<file path="config.mk">
export PLATFORM = sky130hd
export DESIGN_NAME = sdc_check
export DESIGN_NICKNAME = d
export VERILOG_FILES = /design/src/core/sdc_pkg.sv /design/src/core/sdc_check.sv
export SDC_FILE = /design/constraint.sdc
export NUM_CORES = 1
export LEC_CHECK = 0
export BUFFER_PORTS_ARGS = -buffer_cell sky130_fd_sc_hd__buf_2
export CAP_MARGIN = 20
export CELL_PAD_IN_SITES_DETAIL_PLACEMENT = 0
export CELL_PAD_IN_SITES_GLOBAL_PLACEMENT = 2
export CORE_MARGIN = 10
export CORE_UTILIZATION = 39
export CTS_BUF_LIST = sky130_fd_sc_hd__clkbuf_8 sky130_fd_sc_hd__clkbuf_16
export DETAILED_ROUTE_END_ITERATION = 7
export HOLD_SLACK_MARGIN = 0.1
export MAX_ROUTING_LAYER = met4
export PLACE_DENSITY_LB_ADDON = 0.15
export SLEW_MARGIN = 0
export SYNTH_ARGS = -nofsm -noshare
export SYNTH_HDL_FRONTEND = slang
export SYNTH_SLANG_ARGS = --single-unit
</file>
<file path="constraint.sdc">
create_clock -name clk_sys -period 5.9 [get_ports clk_sys]
set_clock_uncertainty 0.15 [all_clocks]
set_input_delay 0.295 -clock clk_sys [delete_from_list [all_inputs] [get_ports clk_sys]]
set_output_delay 0.295 -clock clk_sys [all_outputs]
set_load 0.01 [all_outputs]
</file>
<file path="src/core/sdc_pkg.sv">
/*
 * constants, types and carriers for the segment descriptor check block.
 * assumes a 16-bit descriptor memory port and an AXI4-Lite register bus.
 */
//
// Functional notes
// [RQ1] access bit 4 set means code/data descriptor, clear means system or gate
// [RQ2] code/data: bit 3 set is code, clear is data
// [RQ3] present bit 7 clear: base/limit unused, any use faults not-present
// [RQ4] every code/data descriptor access sets accessed bit 0 in memory
// [RQ5] privilege field is access bits 6..5, used in privilege tests
// [RQ6] data: direction 0 needs offset <= limit, 1 needs offset > limit
// [RQ7] data: writable bit 1 clear blocks writes, set permits them
// [RQ8] code segments are never writable
// [RQ9] code: readable bit 1 clear makes segment execute-only
// [RQ10] conforming code runs only when current privilege >= descriptor privilege
// [RQ11] code limit is last valid byte; beyond it is a violation
// [RQ12] system types: 1 free task state, 2 local table, 3 busy task state
// [RQ13] system descriptor yields 24-bit base, 16-bit limit of last byte
// [RQ14] system descriptor with present clear is invalid
// [RQ15] privilege field applies to task state only, ignored for local table
// [RQ16] system control descriptor only when access bit 4 is 0
// [RQ17] software writes zero into reserved descriptor bits
// [RQ18] violating use suppresses memory cycle and raises a fault
// [RQ19] descriptors are fetched as eight bytes from the table
// [RQ20] descriptor reads and updates run as locked bus operations
// [RQ21] undefined system type value raises a protection fault

package sdc_pkg;

	// ****************************************
	// access byte layout
	// ****************************************
	localparam int SDC_BIT_PRESENT = 7;
	localparam int SDC_BIT_DPL_HI = 6;
	localparam int SDC_BIT_DPL_LO = 5;
	localparam int SDC_BIT_CLASS = 4;
	localparam int SDC_BIT_EXEC = 3;
	localparam int SDC_BIT_DIR = 2;
	localparam int SDC_BIT_RW = 1;
	localparam int SDC_BIT_ACCESSED = 0;

	localparam logic [3:0] SDC_TYPE_TSS_FREE = 4'h1;
	localparam logic [3:0] SDC_TYPE_LDT = 4'h2;
	localparam logic [3:0] SDC_TYPE_TSS_BUSY = 4'h3;
	localparam logic [3:0] SDC_TYPE_GATE_LO = 4'h4;
	localparam logic [3:0] SDC_TYPE_GATE_HI = 4'h7;

	// ****************************************
	// descriptor fetch geometry
	// ****************************************
	localparam logic [1:0] SDC_WORD_LIMIT = 2'h0;
	localparam logic [1:0] SDC_WORD_BASE = 2'h1;
	localparam logic [1:0] SDC_WORD_ACCESS = 2'h2;
	localparam logic [1:0] SDC_WORD_LAST = 2'h3;

	// ****************************************
	// register map and bus answers
	// ****************************************
	localparam logic [7:0] SDC_REG_CTRL = 8'h00;
	localparam logic [7:0] SDC_REG_STATUS = 8'h04;
	localparam logic [7:0] SDC_REG_BASE = 8'h08;
	localparam logic [7:0] SDC_REG_LIMIT = 8'h0c;
	localparam logic [7:0] SDC_REG_FAULTS = 8'h10;
	localparam logic SDC_CTRL_RESET = 1'b1;
	localparam logic [1:0] SDC_RESP_OKAY = 2'b00;
	localparam logic [1:0] SDC_RESP_SLVERR = 2'b10;

	// ****************************************
	// enumerations
	// ****************************************
	typedef enum logic [1:0] {
		SDC_ACC_READ = 2'b00,
		SDC_ACC_WRITE = 2'b01,
		SDC_ACC_EXEC = 2'b10
	} sdc_acc_e;

	typedef enum logic [1:0] {
		SDC_FLT_NONE = 2'b00,
		SDC_FLT_NOT_PRESENT = 2'b01,
		SDC_FLT_PROTECT = 2'b10,
		SDC_FLT_LIMIT = 2'b11
	} sdc_fault_e;

	typedef enum logic [1:0] {
		SDC_CLS_NONE = 2'b00,
		SDC_CLS_CODE = 2'b01,
		SDC_CLS_DATA = 2'b10,
		SDC_CLS_SYSTEM = 2'b11
	} sdc_class_e;

	typedef enum logic [1:0] {
		SDC_ST_IDLE = 2'b00,
		SDC_ST_FETCH = 2'b01,
		SDC_ST_WBACK = 2'b10,
		SDC_ST_DONE = 2'b11
	} sdc_state_e;

	// ****************************************
	// carriers
	// ****************************************
	typedef struct packed {
		logic loaded;
		logic [7:0] access;
		logic [23:0] base;
		logic [15:0] limit;
	} sdc_desc_s;

	typedef struct packed {
		logic valid;
		sdc_acc_e kind;
		logic [1:0] current_privilege;
		logic [15:0] offset;
	} sdc_chk_s;

	typedef struct packed {
		logic done;
		logic allow;
		sdc_fault_e fault;
	} sdc_res_s;

	typedef struct packed {
		logic [17:0] zero;
		logic accessed;
		logic busy;
		logic loaded;
		logic [1:0] descriptor_privilege;
		logic present;
		logic [3:0] type_raw;
		sdc_class_e cls;
		sdc_fault_e last_fault;
	} sdc_status_s;

endpackage

</file>
<file path="src/core/sdc_check.sv">
/*
 * segment descriptor fetch, decode and access checker with AXI4-Lite registers.
 * assumes the load and check requests and the memory port are logic on clk_sys;
 * memory answers each request with a one-cycle mem_ack.
 */
// Local design decisions: the AXI4-Lite slave port and the placing of the registers.
`timescale 1ns/1ns

module sdc_check
	import sdc_pkg::*;
(
	input wire logic clk_sys,
	input wire logic rstn,
	// segment load path
	input wire logic load_valid,
	input wire logic [23:0] load_addr,
	output logic load_busy,
	output logic load_done,
	output sdc_fault_e load_fault,
	// access checks against the cached descriptor
	input wire sdc_chk_s chk,
	output sdc_res_s res,
	// descriptor memory port
	output logic mem_req,
	output logic mem_we,
	output logic mem_lock,
	output logic [23:0] mem_addr,
	output logic [15:0] mem_wdata,
	input wire logic mem_ack,
	input wire logic [15:0] mem_rdata,
	// register bus
	input wire logic [7:0] s_axi_awaddr,
	input wire logic s_axi_awvalid,
	output logic s_axi_awready,
	input wire logic [31:0] s_axi_wdata,
	input wire logic [3:0] s_axi_wstrb,
	input wire logic s_axi_wvalid,
	output logic s_axi_wready,
	output logic [1:0] s_axi_bresp,
	output logic s_axi_bvalid,
	input wire logic s_axi_bready,
	input wire logic [7:0] s_axi_araddr,
	input wire logic s_axi_arvalid,
	output logic s_axi_arready,
	output logic [31:0] s_axi_rdata,
	output logic [1:0] s_axi_rresp,
	output logic s_axi_rvalid,
	input wire logic s_axi_rready
);

	// ****************************************
	// state
	// ****************************************
	sdc_state_e state;
	logic [1:0] widx;
	logic [23:0] desc_addr;
	sdc_desc_s stage;
	sdc_desc_s desc;
	logic prot_en;
	logic [15:0] fault_count;
	sdc_fault_e last_fault;

	// ****************************************
	// attribute decode of the cached descriptor
	// ****************************************
	logic is_seg;
	logic is_code;
	logic is_sys;
	logic present;
	logic [1:0] descriptor_privilege;
	logic [3:0] sys_type;
	logic is_tss;
	logic is_ldt;
	sdc_class_e cls;

	assign is_seg = desc.access[SDC_BIT_CLASS]; // [RQ1]
	assign is_code = is_seg && desc.access[SDC_BIT_EXEC]; // [RQ2]
	assign is_sys = !desc.access[SDC_BIT_CLASS]; // [RQ16]
	assign present = desc.access[SDC_BIT_PRESENT];
	assign descriptor_privilege = desc.access[SDC_BIT_DPL_HI:SDC_BIT_DPL_LO]; // [RQ5]
	assign sys_type = desc.access[3:0];
	// busy and free task state share every check here
	assign is_tss = is_sys && (sys_type == SDC_TYPE_TSS_FREE || sys_type == SDC_TYPE_TSS_BUSY); // [RQ12]
	assign is_ldt = is_sys && sys_type == SDC_TYPE_LDT; // [RQ12]

	// class as shown in the status register
	always_comb begin
		if (!desc.loaded) begin
			cls = SDC_CLS_NONE;
		end else if (is_sys) begin
			cls = SDC_CLS_SYSTEM;
		end else if (is_code) begin
			cls = SDC_CLS_CODE;
		end else begin
			cls = SDC_CLS_DATA;
		end
	end

	// ****************************************
	// descriptor fetch sequencer
	// ****************************************
	logic stage_present;
	logic stage_sys;
	logic stage_type_ok;
	sdc_fault_e stage_fault;

	assign stage_present = stage.access[SDC_BIT_PRESENT];
	assign stage_sys = !stage.access[SDC_BIT_CLASS];
	// gates are recognised but never become memory segments here
	assign stage_type_ok = stage.access[3:0] >= SDC_TYPE_TSS_FREE
		&& stage.access[3:0] <= SDC_TYPE_GATE_HI;

	// fault reported at load; a not-present descriptor is still cached
	always_comb begin
		if (!stage_present) begin
			stage_fault = SDC_FLT_NOT_PRESENT; // [RQ3] [RQ14]
		end else if (stage_sys && !stage_type_ok) begin
			stage_fault = SDC_FLT_PROTECT; // [RQ21]
		end else begin
			stage_fault = SDC_FLT_NONE;
		end
	end

	// four 16-bit reads, then an accessed-bit write for code/data descriptors only, all under lock
	always_ff @(posedge clk_sys or negedge rstn) begin
		if (!rstn) begin
			state <= SDC_ST_IDLE;
			widx <= 2'h0;
			desc_addr <= 24'h000000;
			stage <= '0;
			desc <= '0;
			mem_req <= 1'b0;
			mem_we <= 1'b0;
			mem_lock <= 1'b0;
			mem_addr <= 24'h000000;
			mem_wdata <= 16'h0000;
			load_busy <= 1'b0;
			load_done <= 1'b0;
			load_fault <= SDC_FLT_NONE;
		end else begin
			load_done <= 1'b0;
			unique case (state)
				SDC_ST_IDLE: begin
					if (load_valid) begin
						state <= SDC_ST_FETCH;
						widx <= SDC_WORD_LIMIT;
						desc_addr <= load_addr;
						mem_addr <= load_addr;
						mem_req <= 1'b1;
						mem_we <= 1'b0;
						mem_lock <= 1'b1; // [RQ20]
						load_busy <= 1'b1;
					end
				end
				SDC_ST_FETCH: begin
					if (mem_ack) begin
						unique case (widx)
							SDC_WORD_LIMIT: stage.limit <= mem_rdata;
							SDC_WORD_BASE: stage.base[15:0] <= mem_rdata;
							SDC_WORD_ACCESS: begin
								stage.base[23:16] <= mem_rdata[7:0];
								stage.access <= mem_rdata[15:8];
							end
							SDC_WORD_LAST: stage.loaded <= 1'b1; // reserved word ignored [RQ17]
						endcase
						if (widx == SDC_WORD_LAST) begin // eight bytes read [RQ19]
							if (stage.access[SDC_BIT_CLASS]) begin
								// mark accessed in memory, lock still held [RQ4] [RQ20]
								state <= SDC_ST_WBACK;
								stage.access[SDC_BIT_ACCESSED] <= 1'b1;
								mem_we <= 1'b1;
								mem_addr <= desc_addr + {21'h000000, SDC_WORD_ACCESS, 1'b0};
								mem_wdata <= {stage.access | 8'h01, stage.base[23:16]}; // [RQ4]
							end else begin
								state <= SDC_ST_DONE;
								mem_req <= 1'b0;
							end
						end else begin
							widx <= widx + 2'h1;
							mem_addr <= desc_addr + {21'h000000, widx + 2'h1, 1'b0};
						end
					end
				end
				SDC_ST_WBACK: begin
					if (mem_ack) begin
						state <= SDC_ST_DONE;
						mem_req <= 1'b0;
						mem_we <= 1'b0;
					end
				end
				SDC_ST_DONE: begin
					// lock drops only after the last read or write completed
					state <= SDC_ST_IDLE;
					mem_lock <= 1'b0; // [RQ20]
					desc <= stage;
					stage.loaded <= 1'b0;
					load_busy <= 1'b0;
					load_done <= 1'b1;
					load_fault <= stage_fault;
				end
			endcase
		end
	end

	// ****************************************
	// access check against the cached descriptor
	// ****************************************
	sdc_fault_e next_fault;

	// first failing test wins; not-present outranks every other test
	always_comb begin
		next_fault = SDC_FLT_NONE;
		if (!desc.loaded || !present) begin
			next_fault = SDC_FLT_NOT_PRESENT; // [RQ3] [RQ14]
		end else if (is_sys) begin
			if (!(is_tss || is_ldt) || chk.kind == SDC_ACC_EXEC) begin
				next_fault = SDC_FLT_PROTECT; // [RQ21]
			end else if (is_tss && chk.current_privilege > descriptor_privilege) begin
				next_fault = SDC_FLT_PROTECT; // privilege only for task state [RQ15]
			end else if (chk.offset > desc.limit) begin
				next_fault = SDC_FLT_LIMIT; // [RQ13]
			end
		end else if (is_code) begin
			if (chk.kind == SDC_ACC_WRITE) begin
				next_fault = SDC_FLT_PROTECT; // [RQ8]
			end else if (chk.kind == SDC_ACC_READ && !desc.access[SDC_BIT_RW]) begin
				next_fault = SDC_FLT_PROTECT; // execute-only [RQ9]
			end else if (chk.kind == SDC_ACC_EXEC && desc.access[SDC_BIT_DIR]
				&& chk.current_privilege < descriptor_privilege) begin
				next_fault = SDC_FLT_PROTECT; // conforming [RQ10]
			end else if (chk.kind == SDC_ACC_EXEC && !desc.access[SDC_BIT_DIR]
				&& chk.current_privilege != descriptor_privilege) begin
				next_fault = SDC_FLT_PROTECT; // [RQ5]
			end else if (chk.offset > desc.limit) begin
				next_fault = SDC_FLT_LIMIT; // [RQ11]
			end
		end else begin
			if (chk.kind == SDC_ACC_EXEC) begin
				next_fault = SDC_FLT_PROTECT;
			end else if (chk.kind == SDC_ACC_WRITE && !desc.access[SDC_BIT_RW]) begin
				next_fault = SDC_FLT_PROTECT; // read-only [RQ7]
			end else if (chk.current_privilege > descriptor_privilege) begin
				next_fault = SDC_FLT_PROTECT; // [RQ5]
			end else if (desc.access[SDC_BIT_DIR] ? chk.offset <= desc.limit
				: chk.offset > desc.limit) begin
				next_fault = SDC_FLT_LIMIT; // [RQ6]
			end
		end
		// protection off lets every cycle through
		if (!prot_en) begin
			next_fault = SDC_FLT_NONE;
		end
	end

	// one-cycle verdict; allow low means the memory cycle is dropped
	always_ff @(posedge clk_sys or negedge rstn) begin
		if (!rstn) begin
			res <= '0;
		end else begin
			res.done <= chk.valid;
			res.allow <= chk.valid && next_fault == SDC_FLT_NONE; // [RQ18]
			res.fault <= chk.valid ? next_fault : SDC_FLT_NONE; // [RQ18]
		end
	end

	// ****************************************
	// register bus: write side
	// ****************************************
	logic aw_hs;
	logic w_hs;
	logic b_hs;
	logic aw_full;
	logic w_full;
	logic [7:0] wr_addr;
	logic [31:0] wr_data;
	logic [3:0] wr_strb;
	logic wr_go;
	logic clr_faults;

	assign aw_hs = s_axi_awvalid && s_axi_awready;
	assign w_hs = s_axi_wvalid && s_axi_wready;
	assign b_hs = s_axi_bvalid && s_axi_bready;
	assign wr_go = aw_full && w_full && !s_axi_bvalid;
	assign clr_faults = wr_go && wr_addr == SDC_REG_FAULTS;

	// address and data held independently until the response is taken
	always_ff @(posedge clk_sys or negedge rstn) begin
		if (!rstn) begin
			aw_full <= 1'b0;
			w_full <= 1'b0;
			s_axi_awready <= 1'b0;
			s_axi_wready <= 1'b0;
			wr_addr <= 8'h00;
			wr_data <= 32'h00000000;
			wr_strb <= 4'h0;
		end else begin
			if (aw_hs) begin
				aw_full <= 1'b1;
				wr_addr <= s_axi_awaddr;
			end else if (b_hs) begin
				aw_full <= 1'b0;
			end
			if (w_hs) begin
				w_full <= 1'b1;
				wr_data <= s_axi_wdata;
				wr_strb <= s_axi_wstrb;
			end else if (b_hs) begin
				w_full <= 1'b0;
			end
			s_axi_awready <= !(aw_hs || (aw_full && !b_hs));
			s_axi_wready <= !(w_hs || (w_full && !b_hs));
		end
	end

	// commit and answer; unmapped offsets get SLVERR
	always_ff @(posedge clk_sys or negedge rstn) begin
		if (!rstn) begin
			s_axi_bvalid <= 1'b0;
			s_axi_bresp <= SDC_RESP_OKAY;
			prot_en <= SDC_CTRL_RESET;
		end else begin
			if (wr_go) begin
				s_axi_bvalid <= 1'b1;
				s_axi_bresp <= SDC_RESP_OKAY;
				unique case (wr_addr)
					SDC_REG_CTRL: begin
						if (wr_strb[0]) begin
							prot_en <= wr_data[0];
						end
					end
					SDC_REG_STATUS, SDC_REG_BASE, SDC_REG_LIMIT, SDC_REG_FAULTS: begin
					end
					default: s_axi_bresp <= SDC_RESP_SLVERR;
				endcase
			end else if (b_hs) begin
				s_axi_bvalid <= 1'b0;
			end
		end
	end

	// ****************************************
	// fault statistics
	// ****************************************
	// a fault in the clearing cycle survives: count restarts at one
	always_ff @(posedge clk_sys or negedge rstn) begin
		if (!rstn) begin
			fault_count <= 16'h0000;
			last_fault <= SDC_FLT_NONE;
		end else begin
			if (res.done && !res.allow) begin
				fault_count <= clr_faults ? 16'h0001 : fault_count + 16'h0001;
				last_fault <= res.fault;
			end else if (clr_faults) begin
				fault_count <= 16'h0000;
			end
		end
	end

	// ****************************************
	// register bus: read side
	// ****************************************
	sdc_status_s status;
	logic ar_hs;
	logic r_hs;

	assign ar_hs = s_axi_arvalid && s_axi_arready;
	assign r_hs = s_axi_rvalid && s_axi_rready;

	always_comb begin
		status = '0;
		status.accessed = desc.access[SDC_BIT_ACCESSED];
		status.busy = load_busy;
		status.loaded = desc.loaded;
		status.descriptor_privilege = descriptor_privilege;
		status.present = present;
		status.type_raw = sys_type;
		status.cls = cls;
		status.last_fault = last_fault;
	end

	// one read at a time; data registered on the address handshake
	always_ff @(posedge clk_sys or negedge rstn) begin
		if (!rstn) begin
			s_axi_arready <= 1'b0;
			s_axi_rvalid <= 1'b0;
			s_axi_rdata <= 32'h00000000;
			s_axi_rresp <= SDC_RESP_OKAY;
		end else begin
			if (ar_hs) begin
				s_axi_arready <= 1'b0;
				s_axi_rvalid <= 1'b1;
				s_axi_rresp <= SDC_RESP_OKAY;
				unique case (s_axi_araddr)
					SDC_REG_CTRL: s_axi_rdata <= {31'h00000000, prot_en};
					SDC_REG_STATUS: s_axi_rdata <= status;
					SDC_REG_BASE: s_axi_rdata <= {8'h00, desc.base}; // [RQ13]
					SDC_REG_LIMIT: s_axi_rdata <= {16'h0000, desc.limit}; // [RQ13]
					SDC_REG_FAULTS: s_axi_rdata <= {16'h0000, fault_count};
					default: begin
						s_axi_rdata <= 32'h00000000;
						s_axi_rresp <= SDC_RESP_SLVERR;
					end
				endcase
			end else if (r_hs) begin
				s_axi_rvalid <= 1'b0;
				s_axi_arready <= 1'b1;
			end else if (!s_axi_rvalid) begin
				s_axi_arready <= 1'b1;
			end
		end
	end

endmodule

</file>
---- After elaboration in Yosys (flattened, before gate mapping) ----
Index checks and enable logic that the tools add are counted.
storage, ports and cells
  flip-flop bits (word level) ............. 248
  logic and storage cells ................. 225
cells by class
  add/subtract/negate cells ............... 4
  $lt $le $gt $ge ......................... 6
  equal/unequal tests ..................... 29
  mux-type cells .......................... 73
  reduce and logical (&&, ||, !) cells .... 74
operators with widths
  operator                                                               number
  24-bit one-hot mux with 5 select lines                                 1
  16-bit two-way mux                                                     6
  24-bit two-way mux                                                     4
  2-bit two-way mux                                                      30
  49-bit two-way mux                                                     1
  24-bit one-hot mux with 2 select lines                                 1
  8-bit by 4-bit equality test with 1-bit output, second input constant  4
  24-bit by 3-bit adder with 24-bit output                               1
  24-bit by 3-bit adder with 24-bit output, second input constant        1
  1-bit logical AND                                                      24
  1-bit two-way mux                                                      24
  16-bit by 1-bit adder with 16-bit output, second input constant        1
  8-bit by 3-bit equality test with 1-bit output, second input constant  2
  8-bit by 5-bit equality test with 1-bit output, second input constant  2
  16-bit > comparator                                                    1
  16-bit <= comparator                                                   1
  8-bit zero test                                                        2
  4-bit AND reduction                                                    4
  2-bit nonzero test                                                     8
  3-bit AND reduction                                                    5
  2-bit != test, second input constant                                   7
  1-bit zero test                                                        13
  6-bit AND reduction                                                    2
  2-bit equality test, second input constant                             5
  20 further kinds                                                       36

---- Logic depth before layout (Yosys ltp) ----
  word-level depth ........................ 13
  mapped depth ............................ 9
  mapped depth without buffers ............ 9

---- Worst setup path after synthesis ----
Ideal clock, no wire load.
  kind .................................... flip-flop to flip-flop
  from .................................... reg widx[0]
  to ...................................... reg mem_addr[20]
  arrival time ............................ 2106 ps
  setup slack ............................. 3548 ps
  stages on the path, launching flop included .. 10
  path buffers ............................ 0
  period minus slack after synthesis ...... 2352 ps
  cells stage by stage .................... dfrtp_1 > inv_1 > ha_1 > ha_1 > a21oi_1 > o21a_1 > nor4b_2 > nand3_1 > nor3b_1 > o31ai_1
on the way
  cells in the longest elaborated chain, start to end .. 5
  elaborated cells on any way between the ends .. 8
  those cells by class .................... add/sub (2); eq/ne (2); mux (3); reduce/logical (1)
RTL lines
  what                                      line              text
  from (decl)                               sdc_check.sv:55   logic [1:0] widx;
  from (signal assigned)                    sdc_check.sv:179  widx <= widx + 2'h1;
  2-bit by 1-bit adder with 2-bit output    sdc_check.sv:180  mem_addr <= desc_addr + {21'h000000, widx + 2'h1, 1'b0};
  24-bit by 3-bit adder with 24-bit output  sdc_check.sv:180
  24-bit two-way mux                        sdc_check.sv:166  if (widx == SDC_WORD_LAST) begin
  24-bit two-way mux                        sdc_check.sv:156  if (mem_ack) begin
  24-bit one-hot mux with 2 select lines    sdc_check.sv:142  unique case (state)
  to (signal assigned)                      sdc_check.sv:148  mem_addr <= load_addr;
  to (signal assigned)                      sdc_check.sv:172  mem_addr <= desc_addr + {21'h000000, SDC_WORD_ACCESS, 1'b0};
  to (signal assigned)                      sdc_check.sv:180
  to (decl)                                 sdc_check.sv:27   output logic [23:0] mem_addr,
Parallel ways exist; a longest one is shown, timed or not. The select of a mux whose other input is x is not followed.
A chain may end at the register's enable or synchronous reset.

---- Worst setup path in the final report ----
  from .................................... reg state[1]
  to ...................................... reg mem_addr[16]
on the way
  cells in the longest elaborated chain, start to end .. 3
  elaborated cells on any way between the ends .. 8
  those cells by class .................... eq/ne (4); mux (1); reduce/logical (3)
RTL lines
  what                                                                               line              text
  from (decl)                                                                        sdc_check.sv:54   sdc_state_e state;
  from (signal assigned)                                                             sdc_check.sv:127  state <= SDC_ST_IDLE;
  from (signal assigned)                                                             sdc_check.sv:145  state <= SDC_ST_FETCH;
  from (signal assigned)                                                             sdc_check.sv:169  state <= SDC_ST_WBACK;
  2-bit by 1-bit equality test with 1-bit output or 2-bit zero test (tied branches)  sdc_check.sv:142
  3-bit != test (no source line) (tied with other cells)                             --
  4-bit AND reduction (no source line)                                               --
Parallel ways exist; a longest one is shown, timed or not.

==> flow_metrics.py <==
metrics = {
    "worst_setup_path": {
        "path_cells": "inv_1 > ha_1 > buf_4 > o21ai_1 > a21oi_1 > nand2_1 > o21ai_1",
        "cp-end-kind": "flip-flop",
        "worst-path-max-fanout": 35,
        "slowest_stage": "a21oi_1",
        "ff2ff_path_depth": 7,
        "r2r_slack_ps": 3130,
        "rr_startpoint": "state[1]",
        "critPathKind": "flip-flop to flip-flop",
        "cpPeakStageDelay_ps": 590,
        "critPathMostFrequentCell": "o21ai_1",
        "cp.required_ps": 6190,
        "crit_arrival_ps": 3070,
        "start_kind": "flip-flop",
        "regToRegEndpoint": "mem_addr[16]",
    },
    "place": {
        "hpwl_um": 20500,
        "gp_congestion": 0.815,
        "portBuffers": 169,
    },
    "global_routing": {
        "grt_max_degree": 101,
        "grt_pass1_vias": 8386,
        "grt_pass1_wl_um": 47800,
        "antenna_found_initial": 2,
        "grtUsageTotal_pct": 17.1,
        "overflow": 0,
    },
    "die": {
        "die_x_um": 187,
        "num_io_pins": 214,
        "die-area_um2": 35000,
        "initial_core_util_pct": 39.4,
        "core_area_um2": 27600,
        "die_y_um": 187,
        "rows": 61,
    },
    "cells_and_area": {
        "layout.nets": 1326,
        "drive_gt1_share_pct": 30.7,
        "postLayoutCoreUtil_pct": 49.6,
        "synthToLayoutAreaGrowth_pct": 25.8,
    },
    "yosys": {
        "yosysSeqAreaShare_pct": 54.5,
        "syn-mean-instance-area_um2": 11.5,
        "synthFlopType": "dfrtp_1",
        "synth_edf_count": 0,
        "ys_types": 58,
        "yosysTopAreaCell": "dfrtp_1",
        "syn-cell-area_um2": 10900,
        "ys_seq_elements": 237,
        "synth_adder_area_share_pct": 3.63,
        "netlist_instances": 946,
        "synth-simple-area-share_pct": 10.7,
        "synth_area_leaders": "dfrtp_1 54%, mux2_2 14%, nand2_1 3.5%",
        "yosysWarningCount": 0,
        "synth_top_family_by_area": "multiplexers",
        "synth_mux_area_share_pct": 15.1,
        "synthXorXnorAreaFrac_pct": 2.66,
        "async_reset_ff_share_pct": 100,
        "synth_compound_area_share_pct": 9.54,
        "synth.top_cell.area_share_pct": 54.3,
    },
    "timing": {
        "fmaxAchievable_mhz": 361,
        "holdWs_ps": 144,
        "finalCritPeriodShare_pct": 47.0,
        "rsz0062_at_grt": "no",
        "slew_headroom_pct": 37.9,
        "fin_crit_ps": 2770,
        "worstMarginPinSlew_ps": 931,
        "drv_slew": 0,
        "setup_violations": 0,
        "hold_viol_final": 0,
        "tns_ps": 0,
    },
    "drt": {
        "finalWirelength_um": 29200,
        "vias": 7775,
        "drc": 0,
        "first_pass_iters": 5,
        "wire_per_inst_um": 18.5,
        "wl_met3_um": 1420,
        "drt-met1-wl_um": 13400,
        "vias_per_cell": 4.94,
        "drt_iter0_markers": 485,
        "top_layer": "met4",
        "ant_nets": 0,
        "dr_wl_met2_um": 13900,
    },
    "power_and_ir_drop": {
        "peakVddDrop_v": 0.000267,
        "power_density_nw_per_um2": 481,
        "p_leak_nw": 6.50,
        "p_total_mw": 6.59,
    },
    "clock_network": {
        "cts_buffers": 27,
        "cts_sinks": 237,
        "cts_setup_buffers": 0,
        "clk_pin_slew_ps": 60,
        "cts_root_buf": "clkbuf_16",
        "cts_tree": "yes",
        "htreeDepth": 1,
        "insertion_delay_ps": 530,
        "clockBufferDepth": 3,
    },
    "status": {
        "outcome": "complete, no violations",
    },
    "job": {
        "maxCapViolCount": 0,
    },
    "worst_hold_path": {
        "hp-start": "s_axi_awvalid",
        "hold_depth": 3,
        "hold_path.class": "primary input to flip-flop",
        "min_to": "aw_full",
    },
}
## logic make-up after synthesis
kind of cell,count (synthesis)
AO/OA/AOI/OAI,169
XOR/XNOR,33
adder cells (fa/ha/maj),31
buffers and inverters,89
flip-flops,237
multiplexers,148
other,1
AND/OR/NAND/NOR,238
## layer usage
| layer | GRT usage (%) | vias up |
|---|---|---|
| li1 | - | 3769 |
| met1 | 22.2 | 3820 |
| met2 | 27.3 | 158 |
| met3 | 3.43 | 28 |
| met4 | 3.63 | 0 |
| met5 | - | - |
## synthesized netlist by cell type (all sizes together), types with 3 or more instances
master,instances
a211oi,3
a21o,15
a21oi,34
a222oi,4
a22o,4
a22oi,17
a31oi,4
and2,5
and3,12
and4,4
buf,26
clkbuf,28
dfrtp,236
ha,30
inv,35
mux2,131
mux2i,17
nand2,102
nand2b,5
nand3,20
nand3b,4
nand4,14
nor2,39
nor2b,10
nor3,9
nor3b,3
o21ai,68
o31ai,3
xnor2,18
xor2,15
## power by group
| part | internal [mW] | switching (mW) | total, mW |
|---|---|---|---|
| Clock | 1.13 | 0.669 | 1.80 |
| Combinational | 1.02 | 1.05 | 2.07 |
| Sequential | 2.25 | 0.470 | 2.72 |
## cell type report
type	instances	area, µm²
antenna	2	5.00
clock buffer	33	758
clock inverter	16	206
fill	2607	13900
inverter	35	131
multi-input combinational	629	4570
sequential	237	5930
tap	378	473
timing repair buffer	243	1620
## state kept, by name, indices dropped and copies added (netlist names), 2 cells and up
name,count
state,2
fault_count,16
mem_wdata,15
wr_addr,8
desc,49
stage,49
s_axi_rdata,24
widx,2
mem_addr,24
res,4
desc_addr,24
load_fault,2
last_fault,2
## critical path: cells and delay by family (launching register included)
family / cells / cell delay, ps
AND/OR/NAND/NOR: 1 / 320
flip-flops: 1 / 420
adder cells (fa/ha/maj): 1 / 220
AO/OA/AOI/OAI: 3 / 1040
buffers and inverters: 2 / 520
## through the flow
step | setup WS (ps) | std cells | cell area, µm²
3_3_place_gp | 3070 | 1458 | 12000
5_1_grt | 2880 | 1573 | 13700
3_5_place_dp | 3070 | 1459 | 12100
2_1_floorplan | 3550 | 955 | 10900
4_1_cts | 3110 | 1568 | 13600
6_report | 3130 | 1573 | 13700
## how the worst max path moves through the flow
stage | start | endpoint | slack [ps] | cells past startpoint
after global placement | s_axi_araddr[1] | s_axi_rdata[5] | 3070 | 7
after CTS | state[1] | mem_addr[16] | 3110 | 7
after detailed placement | s_axi_araddr[1] | s_axi_rdata[5] | 3070 | 7
final | state[1] | mem_addr[16] | 3130 | 7
after global routing | state[1] | mem_addr[16] | 2880 | 7
after floorplan | widx[0] | mem_addr[20] | 3550 | 9
## repair_timing
| item | 4_1_cts | 5_1_grt |
|---|---|---|
| hold endpoints to repair | 219 | 0 |
| endpoints found under the setup margin | 0 | 0 |
| hold buffers | 60 | 0 |
| gates resized for setup | 0 | 0 |
## layout by cell type, fill, tap and decap left out, types with 10 or more instances in the layout
cell,count
inv_1,39
buf_2,168
clkbuf_16,27
o21ai_0,29
nand4_1,14
conb_1,10
buf_4,10
nor2_1,39
xnor2_1,18
and3_1,12
o21ai_1,39
nand2_1,102
nor2b_1,10
mux2i_1,17
ha_1,29
a22oi_1,17
a21o_1,15
xor2_1,15
dfrtp_1,236
a21oi_1,34
nand3_1,20
mux2_2,131
dlygate4sd3_1,60
(Power assumes the default switching activity.)
